$ cat config.mk
export PLATFORM = sky130hd
export DESIGN_NAME = cantxs_top
export DESIGN_NICKNAME = d
export VERILOG_FILES = /design/src/include/cantxs_pkg.sv /design/src/rtl/cantxs_top.sv /design/src/rtl/cantxs_mbox_flags.sv /design/src/rtl/cantxs_cancel.sv
export SDC_FILE = /design/constraint.sdc
export NUM_CORES = 1
export LEC_CHECK = 0
export ABC_AREA = 1
export BUFFER_PORTS_ARGS = -buffer_cell sky130_fd_sc_hd__buf_4
export CAP_MARGIN = 20
export CORE_MARGIN = 2
export CORE_UTILIZATION = 40
export DETAILED_ROUTE_END_ITERATION = 7
export HOLD_SLACK_MARGIN = 0.15
export PLACE_DENSITY = 0.75
export SYNTH_ARGS = -nofsm -noshare
export SYNTH_HDL_FRONTEND = slang
export SYNTH_SLANG_ARGS = --single-unit
$ cat constraint.sdc
create_clock -name clk -period 1.1 [get_ports clk]
set_input_delay 0.11 -clock clk [delete_from_list [all_inputs] [get_ports clk]]
set_output_delay 0.11 -clock clk [all_outputs]
set_load 0.02 [all_outputs]
$ cat src/include/cantxs_pkg.sv
// Purpose: shared constants and types for the transmit mailbox status flags
// Assumes: 32-bit Avalon-MM register bus, word-aligned byte addresses
// Notes:   bit positions follow the transmit status register layout
package cantxs_pkg;

  localparam logic [3:0] ADDR_STATUS = 4'h0;
  localparam logic [3:0] ADDR_IRQ_STS = 4'h4;
  localparam logic [3:0] ADDR_IRQ_MASK = 4'h8;

  localparam int B0_COMPLETE = 0;
  localparam int B0_SUCCESS = 1;
  localparam int B0_ARB_LOST = 2;
  localparam int B0_ERROR = 3;
  localparam int B0_CANCEL = 7;
  localparam int B1_COMPLETE = 8;
  localparam int B1_SUCCESS = 9;
  localparam int B1_ARB_LOST = 10;
  localparam int B1_ERROR = 11;

  localparam logic [31:0] STATUS_RESET = 32'h0000_0000;
  localparam logic [3:0] IRQ_RESET = 4'h0;
  localparam logic [31:0] READ_UNMAPPED = 32'h0000_0000;

  // per-mailbox event inputs from the mailbox state machine
  typedef struct packed {
    logic start;
    logic new_request;
    logic done;
    logic ok;
    logic arb_lost;
    logic error;
    logic pending;
    logic removed;
  } cantxs_mbox_ev_s;

  // per-mailbox flag state
  typedef struct packed {
    logic complete;
    logic success;
    logic arb_lost;
    logic error;
  } cantxs_flags_s;

  typedef enum logic [1:0] {
    ST_IDLE = 2'b01,
    ST_ACK  = 2'b10
  } cantxs_bus_e;

endpackage : cantxs_pkg

$ cat src/rtl/cantxs_top.sv
// Purpose: transmit mailbox 0/1 status flags with Avalon-MM slave and interrupt
// Assumes: mailbox events are one-cycle pulses synchronous to clk
// Notes:   one wait state on every access; status bits 6:4 and 31:12 read zero
// Overview of operation
// - mailbox 1 arbitration-lost set on loss; cleared by write one or next start
// - mailbox 1 success shows last result; write one clears it
// - mailbox 1 complete set when transmit or abort ends; cleared by write or new request
// - clearing mailbox 1 complete also clears its success, arbitration-lost and error
// - writing one to mailbox 0 cancel aborts; self-clears on removal; zero ignored
// - mailbox 0 cancel write ignored while mailbox 0 is free
// - status bits six to four are reserved, ignore writes, read zero
// - mailbox 0 error set on error; cleared at next start or by write
// - mailbox 0 arbitration-lost set on loss; cleared by write one or next start
// - mailbox 0 success shows last result; write one clears it
// - mailbox 0 complete set at end of request; cleared by write or new request
// - clearing mailbox 0 complete also clears its success, arbitration-lost and error
// - mailbox 1 error set on error; cleared by write one or next start
//
// The Avalon-MM slave port and the address map were chosen for this implementation.
`timescale 1ns/1ns
`default_nettype none
module cantxs_top (
  // clock and reset
  input  wire logic                        clk,
  input  wire logic                        reset_n,
  // avalon-mm slave
  input  wire logic [3:0]                  avs_address,
  input  wire logic                        avs_read,
  input  wire logic                        avs_write,
  input  wire logic [31:0]                 avs_writedata,
  input  wire logic [3:0]                  avs_byteenable,
  output logic [31:0]                      avs_readdata,
  output logic                             avs_waitrequest,
  // mailbox events
  input  wire cantxs_pkg::cantxs_mbox_ev_s mbox0_ev,
  input  wire cantxs_pkg::cantxs_mbox_ev_s mbox1_ev,
  // mailbox 0 abort request to the mailbox state machine
  output logic                             mbox0_cancel_request,
  // interrupt
  output logic                             irq
);

  typedef struct packed {
    cantxs_pkg::cantxs_bus_e bus;
    logic [31:0]             rdata;
    logic [3:0]              irq_sts;
    logic [3:0]              irq_mask;
  } cantxs_state_s;

  cantxs_state_s             state_q;
  cantxs_state_s             state_d;
  cantxs_pkg::cantxs_flags_s flags0;
  cantxs_pkg::cantxs_flags_s flags1;
  logic                      cancel0;
  logic                      wr_stb;
  logic                      rd_stb;
  logic [31:0]               wmask;
  logic [31:0]               w1;
  logic [31:0]               status_word;
  logic [3:0]                irq_ev;

  // accept in ST_ACK so each access takes exactly one wait state
  assign wr_stb = avs_write && (state_q.bus == cantxs_pkg::ST_ACK);
  // read data is captured on the first edge so it already stands at the accept edge
  assign rd_stb = avs_read && (state_q.bus == cantxs_pkg::ST_IDLE);

  genvar gi;
  generate
    for (gi = 0; gi < 4; gi++)
    begin : g_lane
      assign wmask[gi*8 +: 8] = {8{avs_byteenable[gi]}};
    end
  endgenerate

  assign w1 = (wr_stb && (avs_address == cantxs_pkg::ADDR_STATUS)) ?
              (avs_writedata & wmask) : 32'h0000_0000;

  // mailbox 0 error clears on written one, the usual w1c sense
  cantxs_mbox_flags u_mbox0 (
    .clk          (clk),
    .reset_n      (reset_n),
    .ev           (mbox0_ev),
    .clr_complete (w1[cantxs_pkg::B0_COMPLETE]),
    .clr_success  (w1[cantxs_pkg::B0_SUCCESS]),
    .clr_arb_lost (w1[cantxs_pkg::B0_ARB_LOST]),
    .clr_error    (w1[cantxs_pkg::B0_ERROR]),
    .flags        (flags0)
  );

  cantxs_mbox_flags u_mbox1 (
    .clk          (clk),
    .reset_n      (reset_n),
    .ev           (mbox1_ev),
    .clr_complete (w1[cantxs_pkg::B1_COMPLETE]),
    .clr_success  (w1[cantxs_pkg::B1_SUCCESS]),
    .clr_arb_lost (w1[cantxs_pkg::B1_ARB_LOST]),
    .clr_error    (w1[cantxs_pkg::B1_ERROR]),
    .flags        (flags1)
  );

  cantxs_cancel u_cancel0 (
    .clk     (clk),
    .reset_n (reset_n),
    .set_req (w1[cantxs_pkg::B0_CANCEL]),
    .pending (mbox0_ev.pending),
    .removed (mbox0_ev.removed),
    .cancel  (cancel0)
  );

  always_comb
  begin
    status_word = cantxs_pkg::STATUS_RESET;
    status_word[cantxs_pkg::B0_COMPLETE] = flags0.complete;
    status_word[cantxs_pkg::B0_SUCCESS]  = flags0.success;
    status_word[cantxs_pkg::B0_ARB_LOST] = flags0.arb_lost;
    status_word[cantxs_pkg::B0_ERROR]    = flags0.error;
    status_word[cantxs_pkg::B0_CANCEL]   = cancel0;
    status_word[cantxs_pkg::B1_COMPLETE] = flags1.complete;
    status_word[cantxs_pkg::B1_SUCCESS]  = flags1.success;
    status_word[cantxs_pkg::B1_ARB_LOST] = flags1.arb_lost;
    status_word[cantxs_pkg::B1_ERROR]    = flags1.error;
  end

  // interrupt events: bit0 mbox0 done, bit1 mbox0 error, bit2 mbox1 done, bit3 mbox1 error
  assign irq_ev = {mbox1_ev.error, mbox1_ev.done, mbox0_ev.error, mbox0_ev.done};

  always_comb
  begin
    state_d = state_q;
    case (state_q.bus)
      cantxs_pkg::ST_IDLE:
      begin
        if (avs_read || avs_write)
          state_d.bus = cantxs_pkg::ST_ACK;
      end
      cantxs_pkg::ST_ACK:
      begin
        state_d.bus = cantxs_pkg::ST_IDLE;
      end
      default:
      begin
        state_d.bus = cantxs_pkg::ST_IDLE;
      end
    endcase
    if (rd_stb)
    begin
      if (avs_address == cantxs_pkg::ADDR_STATUS)
        state_d.rdata = status_word;
      else if (avs_address == cantxs_pkg::ADDR_IRQ_STS)
        state_d.rdata = {28'h0000000, state_q.irq_sts};
      else if (avs_address == cantxs_pkg::ADDR_IRQ_MASK)
        state_d.rdata = {28'h0000000, state_q.irq_mask};
      else
        state_d.rdata = cantxs_pkg::READ_UNMAPPED;
    end
    if (wr_stb && (avs_address == cantxs_pkg::ADDR_IRQ_STS) && avs_byteenable[0])
      state_d.irq_sts = state_q.irq_sts & ~avs_writedata[3:0];
    if (wr_stb && (avs_address == cantxs_pkg::ADDR_IRQ_MASK) && avs_byteenable[0])
      state_d.irq_mask = avs_writedata[3:0];
    // new events win over a same-cycle clear
    state_d.irq_sts = state_d.irq_sts | irq_ev;
  end

  always_ff @(posedge clk or negedge reset_n)
  begin
    if (!reset_n)
    begin
      state_q.bus      <= cantxs_pkg::ST_IDLE;
      state_q.rdata    <= cantxs_pkg::READ_UNMAPPED;
      state_q.irq_sts  <= cantxs_pkg::IRQ_RESET;
      state_q.irq_mask <= cantxs_pkg::IRQ_RESET;
    end
    else
      state_q <= state_d;
  end

  // readdata is a registered copy taken during the wait state, valid while waitrequest is low
  always_comb
  begin
    avs_waitrequest = (avs_read || avs_write) && (state_q.bus != cantxs_pkg::ST_ACK);
  end

  assign avs_readdata         = state_q.rdata;
  assign mbox0_cancel_request = cancel0;
  assign irq                  = |(state_q.irq_sts & state_q.irq_mask);

  a_resv_zero: assert property (@(posedge clk) disable iff (!reset_n)
    rd_stb && (avs_address == cantxs_pkg::ADDR_STATUS) |=> avs_readdata[6:4] == 3'h0)
    else $error("reserved status bits read nonzero");

  a_wait_one: assert property (@(posedge clk) disable iff (!reset_n)
    ($rose(avs_read) && $past(state_q.bus) == cantxs_pkg::ST_IDLE) |-> avs_waitrequest ##1
      !avs_waitrequest)
    else $error("read not answered after one wait state");

  a_m1_clr: assert property (@(posedge clk) disable iff (!reset_n)
    (w1[cantxs_pkg::B1_COMPLETE] && !mbox1_ev.done && !mbox1_ev.error && !mbox1_ev.arb_lost)
      |=> status_word[11:8] == 4'h0)
    else $error("mailbox 1 completion clear left flags set");

  a_m1_alost: assert property (@(posedge clk) disable iff (!reset_n)
    mbox1_ev.arb_lost |=> status_word[cantxs_pkg::B1_ARB_LOST])
    else $error("mailbox 1 arbitration lost not set");

  a_m0_err: assert property (@(posedge clk) disable iff (!reset_n)
    mbox0_ev.error |=> status_word[cantxs_pkg::B0_ERROR] && state_q.irq_sts[1])
    else $error("mailbox 0 error not flagged");

  a_irq_level: assert property (@(posedge clk) disable iff (!reset_n)
    irq == |(state_q.irq_sts & state_q.irq_mask))
    else $error("irq disagrees with status and mask");

  c_m0_done: cover property (@(posedge clk) disable iff (!reset_n)
    mbox0_ev.done && mbox0_ev.ok);
  c_m1_fail: cover property (@(posedge clk) disable iff (!reset_n)
    mbox1_ev.done && !mbox1_ev.ok);
  c_cancel: cover property (@(posedge clk) disable iff (!reset_n)
    cancel0 ##[1:20] mbox0_ev.removed);
  c_irq: cover property (@(posedge clk) disable iff (!reset_n) $rose(irq));

endmodule : cantxs_top
`default_nettype wire

$ cat src/rtl/cantxs_mbox_flags.sv
// Purpose: flag set for one transmit mailbox
// Assumes: events are single-cycle pulses from the mailbox state machine
// Notes:   hardware sets win over a same-cycle software clear
`timescale 1ns/1ns
`default_nettype none
module cantxs_mbox_flags (
  // clock and reset
  input  wire logic                      clk,
  input  wire logic                      reset_n,
  // events
  input  wire cantxs_pkg::cantxs_mbox_ev_s ev,
  // software write-one-to-clear
  input  wire logic                      clr_complete,
  input  wire logic                      clr_success,
  input  wire logic                      clr_arb_lost,
  input  wire logic                      clr_error,
  // flags
  output cantxs_pkg::cantxs_flags_s      flags
);

  cantxs_pkg::cantxs_flags_s state_q;
  cantxs_pkg::cantxs_flags_s state_d;
  logic                      clear_all;

  always_comb
  begin
    state_d = state_q;
    // a completion clear drags the other flags with it
    clear_all = clr_complete || ev.new_request;
    if (clear_all)
    begin
      state_d.complete = 1'b0;
      state_d.success  = 1'b0;
      state_d.arb_lost = 1'b0;
      state_d.error    = 1'b0;
    end
    if (clr_success)
      state_d.success = 1'b0;
    if (clr_arb_lost || ev.start)
      state_d.arb_lost = 1'b0;
    if (clr_error || ev.start)
      state_d.error = 1'b0;
    if (ev.done)
    begin
      state_d.complete = 1'b1;
      state_d.success  = ev.ok;
    end
    if (ev.arb_lost)
      state_d.arb_lost = 1'b1;
    if (ev.error)
      state_d.error = 1'b1;
  end

  always_ff @(posedge clk or negedge reset_n)
  begin
    if (!reset_n)
      state_q <= '0;
    else
      state_q <= state_d;
  end

  assign flags = state_q;

  a_done_sets: assert property (@(posedge clk) disable iff (!reset_n)
    ev.done |=> flags.complete && (flags.success == $past(ev.ok)))
    else $error("completion did not set complete and success");

  a_clear_all: assert property (@(posedge clk) disable iff (!reset_n)
    (clr_complete && !ev.done && !ev.arb_lost && !ev.error) |=>
      !flags.complete && !flags.success && !flags.arb_lost && !flags.error)
    else $error("completion clear left other flags set");

  a_start_clrs: assert property (@(posedge clk) disable iff (!reset_n)
    (ev.start && !ev.arb_lost && !ev.error) |=> !flags.arb_lost && !flags.error)
    else $error("start of transmission did not clear error flags");

endmodule : cantxs_mbox_flags
`default_nettype wire

$ cat src/rtl/cantxs_cancel.sv
// Purpose: mailbox 0 cancel request bit
// Assumes: removed pulses when the pending message leaves the mailbox
// Notes:   a write while the mailbox is free is dropped
`timescale 1ns/1ns
`default_nettype none
module cantxs_cancel (
  // clock and reset
  input  wire logic clk,
  input  wire logic reset_n,
  // control
  input  wire logic set_req,
  input  wire logic pending,
  input  wire logic removed,
  // state
  output logic      cancel
);

  logic cancel_q;
  logic cancel_d;

  always_comb
  begin
    cancel_d = cancel_q;
    if (removed)
      cancel_d = 1'b0;
    else if (set_req && pending)
      cancel_d = 1'b1;
  end

  always_ff @(posedge clk or negedge reset_n)
  begin
    if (!reset_n)
      cancel_q <= 1'b0;
    else
      cancel_q <= cancel_d;
  end

  assign cancel = cancel_q;

  a_free_ignore: assert property (@(posedge clk) disable iff (!reset_n)
    (set_req && !pending && !cancel) |=> !cancel)
    else $error("cancel set while mailbox free");

  a_removed_clr: assert property (@(posedge clk) disable iff (!reset_n)
    removed |=> !cancel)
    else $error("cancel not cleared on removal");

endmodule : cantxs_cancel
`default_nettype wire

==> impl_metrics.sql <==
INSERT INTO impl_metrics (metric_group, metric, value, unit) VALUES
('power_and_ir_drop', 'powerDensity', '1370', 'nW/um^2'),
('critical_path', 'rr_endpoint', 'avs_readdata[2]', ''),
('power_and_ir_drop', 'cellLeakagePower', '0.00130', 'uW'),
('routing', 'drt_iter0_markers', '35', ''),
('yosys', 'ys.warnings.count', '0', ''),
('critical_path', 'timing.critical_path.slowest_stage_cell', 'dfrtp_1', ''),
('critical_path', 'worstRegToRegCells', '8', ''),
('sta', 'report.final.hold_viol_count', '0', ''),
('power_and_ir_drop', 'power.sequential.fraction', '42.1', '%'),
('finish', 'antennaDiodeCount', '0', ''),
('global_route', 'antenna_found_initial', '0', ''),
('hold_path', 'worstHoldEndpoint', 'u_mbox0.flags[1]', ''),
('routing', 'detail_route.vias_per_cell', '4.42', ''),
('clock_network', 'max-clock-path-buffers', '2', ''),
('sta', 'post-route-worst-setup-slack', '-0.196', 'ns'),
('clock_network', 'cts-buffers-inserted', '3', ''),
('floorplan', 'floorplan.initialDensity', '41.6', '%'),
('place', 'gp_congestion', '0.794', ''),
('floorplan', 'fp-row-count', '23', ''),
('finish', 'fin_nets', '330', ''),
('critical_path', 'number_of_buffers_and_inverters_on_the_critical_path', '1', ''),
('routing', 'wl', '3.69', 'mm'),
('sta', 'setup_repair_after_global_routing_missed_its_margin', 'true', ''),
('outcome', 'status', 'finished, violations left', ''),
('hold_path', 'min-delay-start', 'mbox0_ev[7]', ''),
('global_route', 'grt_pass1_vias', '1293', ''),
('routing', 'via_count', '1411', ''),
('floorplan', 'area_of_the_core_region', '4030', 'sq um'),
('finish', 'post_route_cells_drive_above_1_share', '33.5', '%'),
('sta', 'timing.hold.ws', '0.154', 'ns'),
('job', 'timing.max_cap.violations', '0', ''),
('yosys', 'seq_area_frac_synth', '41.8', '%'),
('outcome', 'violations', 'setup timing', ''),
('yosys', 'synth.area.top_cells', 'dfrtp_1 40%, buf_4 14%, nand2_1 11%', ''),
('hold_path', 'worst_hold_path_type', 'input pin to flip-flop', ''),
('critical_path', 'worst_ep_arrival_time', '1.19', 'ns'),
('place', 'hpwl', '2.56', 'mm'),
('place', 'placedInstanceArea', '1930', 'sq um'),
('sta', 'max_freq', '0.772', 'GHz'),
('critical_path', 'worstReg2RegStart', 'state_q[40]', ''),
('critical_path', 'critical-path-max-stage-delay', '0.41', 'ns'),
('yosys', 'post-synth-top-area-fraction', '40.3', '%'),
('power_and_ir_drop', 'cellInternalPower', '2040', 'uW'),
('global_route', 'grt_start_max_net_pins', '29', ''),
('critical_path', 'cp-start-kind', 'flip-flop', ''),
('yosys', 'syn-cell-area', '1680', 'sq um'),
('power_and_ir_drop', 'power.clock.fraction', '20.0', '%'),
('sta', 'final_worst_path_period_share', '118', '%'),
('power_and_ir_drop', 'vdd_ir_drop_max', '0.000558', 'V'),
('sta', 'period_minus_slack', '1.30', 'ns'),
('routing', 'route.detailed.wl_per_inst', '11.6', 'um'),
('critical_path', 'worst-setup-path-type', 'flip-flop to output port', ''),
('clock_network', 'clkSlewWorstSetupHoldPaths', '0.09', 'ns'),
('routing', 'drc_errors', '0', ''),
('floorplan', 'floorplan.die.height', '68.8', 'um'),
('clock_network', 'cts.htree.levels', '1', ''),
('routing', 'drt_pre_antenna_iters', '4', ''),
('yosys', 'syn-mean-instance-area', '8.18', 'sq um'),
('clock_network', 'cts-root-buf', 'clkbuf_8', ''),
('global_route', 'grt_use_total', '16.6', '%'),
('yosys', 'synth-seq-cells', '28', ''),
('finish', 'area_growth_syn_to_layout', '38.4', '%'),
('global_route', 'grt_first_pass_wirelength', '5.75', 'mm'),
('yosys', 'async_flop_share', '100', '%'),
('critical_path', 'cp_max_fo', '2', ''),
('floorplan', 'die_area', '4730', 'sq um'),
('place', 'dp.cells', '292', ''),
('power_and_ir_drop', 'net-switching-power', '1130', 'uW'),
('sta', 'worst_clk_skew', '0.00406', 'ns'),
('hold_path', 'holdPathStages', '6', ''),
('sta', 'setup_viol', '30', '');
-- metrics by stage --
step           TNS (ns)  setup WS (ns)  power [uW]  util [%]
2_1_floorplan    -0.930         -0.108        2060         -
3_3_place_gp      -1.76         -0.126        2180      48.0
3_5_place_dp      -2.28         -0.173        2210      48.0
4_1_cts           -2.39         -0.157        3020      56.0
5_1_grt           -4.40         -0.265        3360      57.6
6_report          -2.46         -0.196        3170      57.6
-- per-layer routing --
metal | track usage [%] | vias to the layer above | part of all wire, %
met2 | 28.4 | 39 | 53
met1 | 21.0 | 651 | 42
met3 | 2.60 | 7 | 4.4
met5 | 0 | - | 0
li1 | - | 714 | -
met4 | 6.62 | 0 | 1.5
-- worst min-delay path: stages --
cell and delay, ns:
buf_4 0.07, inv_1 0.04, nand2_1 0.05, a21oi_1 0.03
nand2_1 0.05, nand2_1 0.04
-- cell families (layout without fill, tap and decap cells) --
family	after synthesis	count (layout)	synth area share [%]
DFF	28	28	41.8
AOI/OAI and AO/OA	38	38	13.7
other	1	23	0.223
and+or+nand+nor	69	71	21.2
buffers and inverters	69	109	23.0
-- cell usage in the layout, fill, tap and decap left out --
cell type,n
dlygate4sd3_1,18
nand3_4,1
dfstp_2,1
o21ai_1,9
a22o_1,5
nor3_2,3
a21oi_2,3
o21ai_2,5
clkbuf_8,4
inv_2,2
buf_4,47
dfrtp_1,26
nand3b_2,1
nor2_4,5
inv_1,31
nand2_4,2
nor3_4,3
a21oi_4,2
nand2_1,50
nand2_2,1
nor2_1,2
dfrtp_2,1
nand3_2,1
inv_4,3
o211ai_1,4
conb_1,23
nor2_8,1
nand3_1,1
o21ai_0,4
buf_6,4
a21oi_1,6
-- worst max path at each step --
stage	startpoint	to	slack, ns	depth (start not counted)
global placement	state_q[40]	avs_readdata[0]	-0.13	8
CTS	state_q[0]	irq	-0.16	5
detailed placement	state_q[40]	avs_readdata[3]	-0.17	8
global route	state_q[3]	irq	-0.27	5
floorplan	state_q[40]	avs_readdata[7]	-0.11	5
finish	state_q[3]	irq	-0.20	5
-- power groups by stage --
stage	registers, uW	logic, uW	clock network, uW
3_3_place_gp	1330	857	0
2_1_floorplan	1300	754	0
4_1_cts	1330	1040	648
6_report	1340	1200	635
5_1_grt	1350	1320	687
3_5_place_dp	1330	875	0
-- sequential cells by signal (all words and copies together), names as in the netlist --
signal	cells
u_cancel0.cancel	1
u_mbox0.flags	4
avs_readdata	9
u_mbox1.flags	4
state_q	10
-- area by class of cell --
class	count	area, sq um	area share, %
Timing Repair Buffer	69	578	24.9
Multi-Input combinational cell	132	781	33.6
Inverter	36	143	6.14
Clock buffer	4	55.1	2.37
Sequential cell	28	703	30.3
Tap cell	50	62.6	2.69
-- timing repair --
action / in CTS / in global routing
endpoints found under the setup margin: 28 / 29
gates cloned: 2 / 0
setup buffers: 2 / 1
resized for setup: 24 / 16
hold buffers: 17 / 1
hold endpoints to repair: 45 / 1
pin swaps: 16 / 17
(Power assumes the default switching activity.)
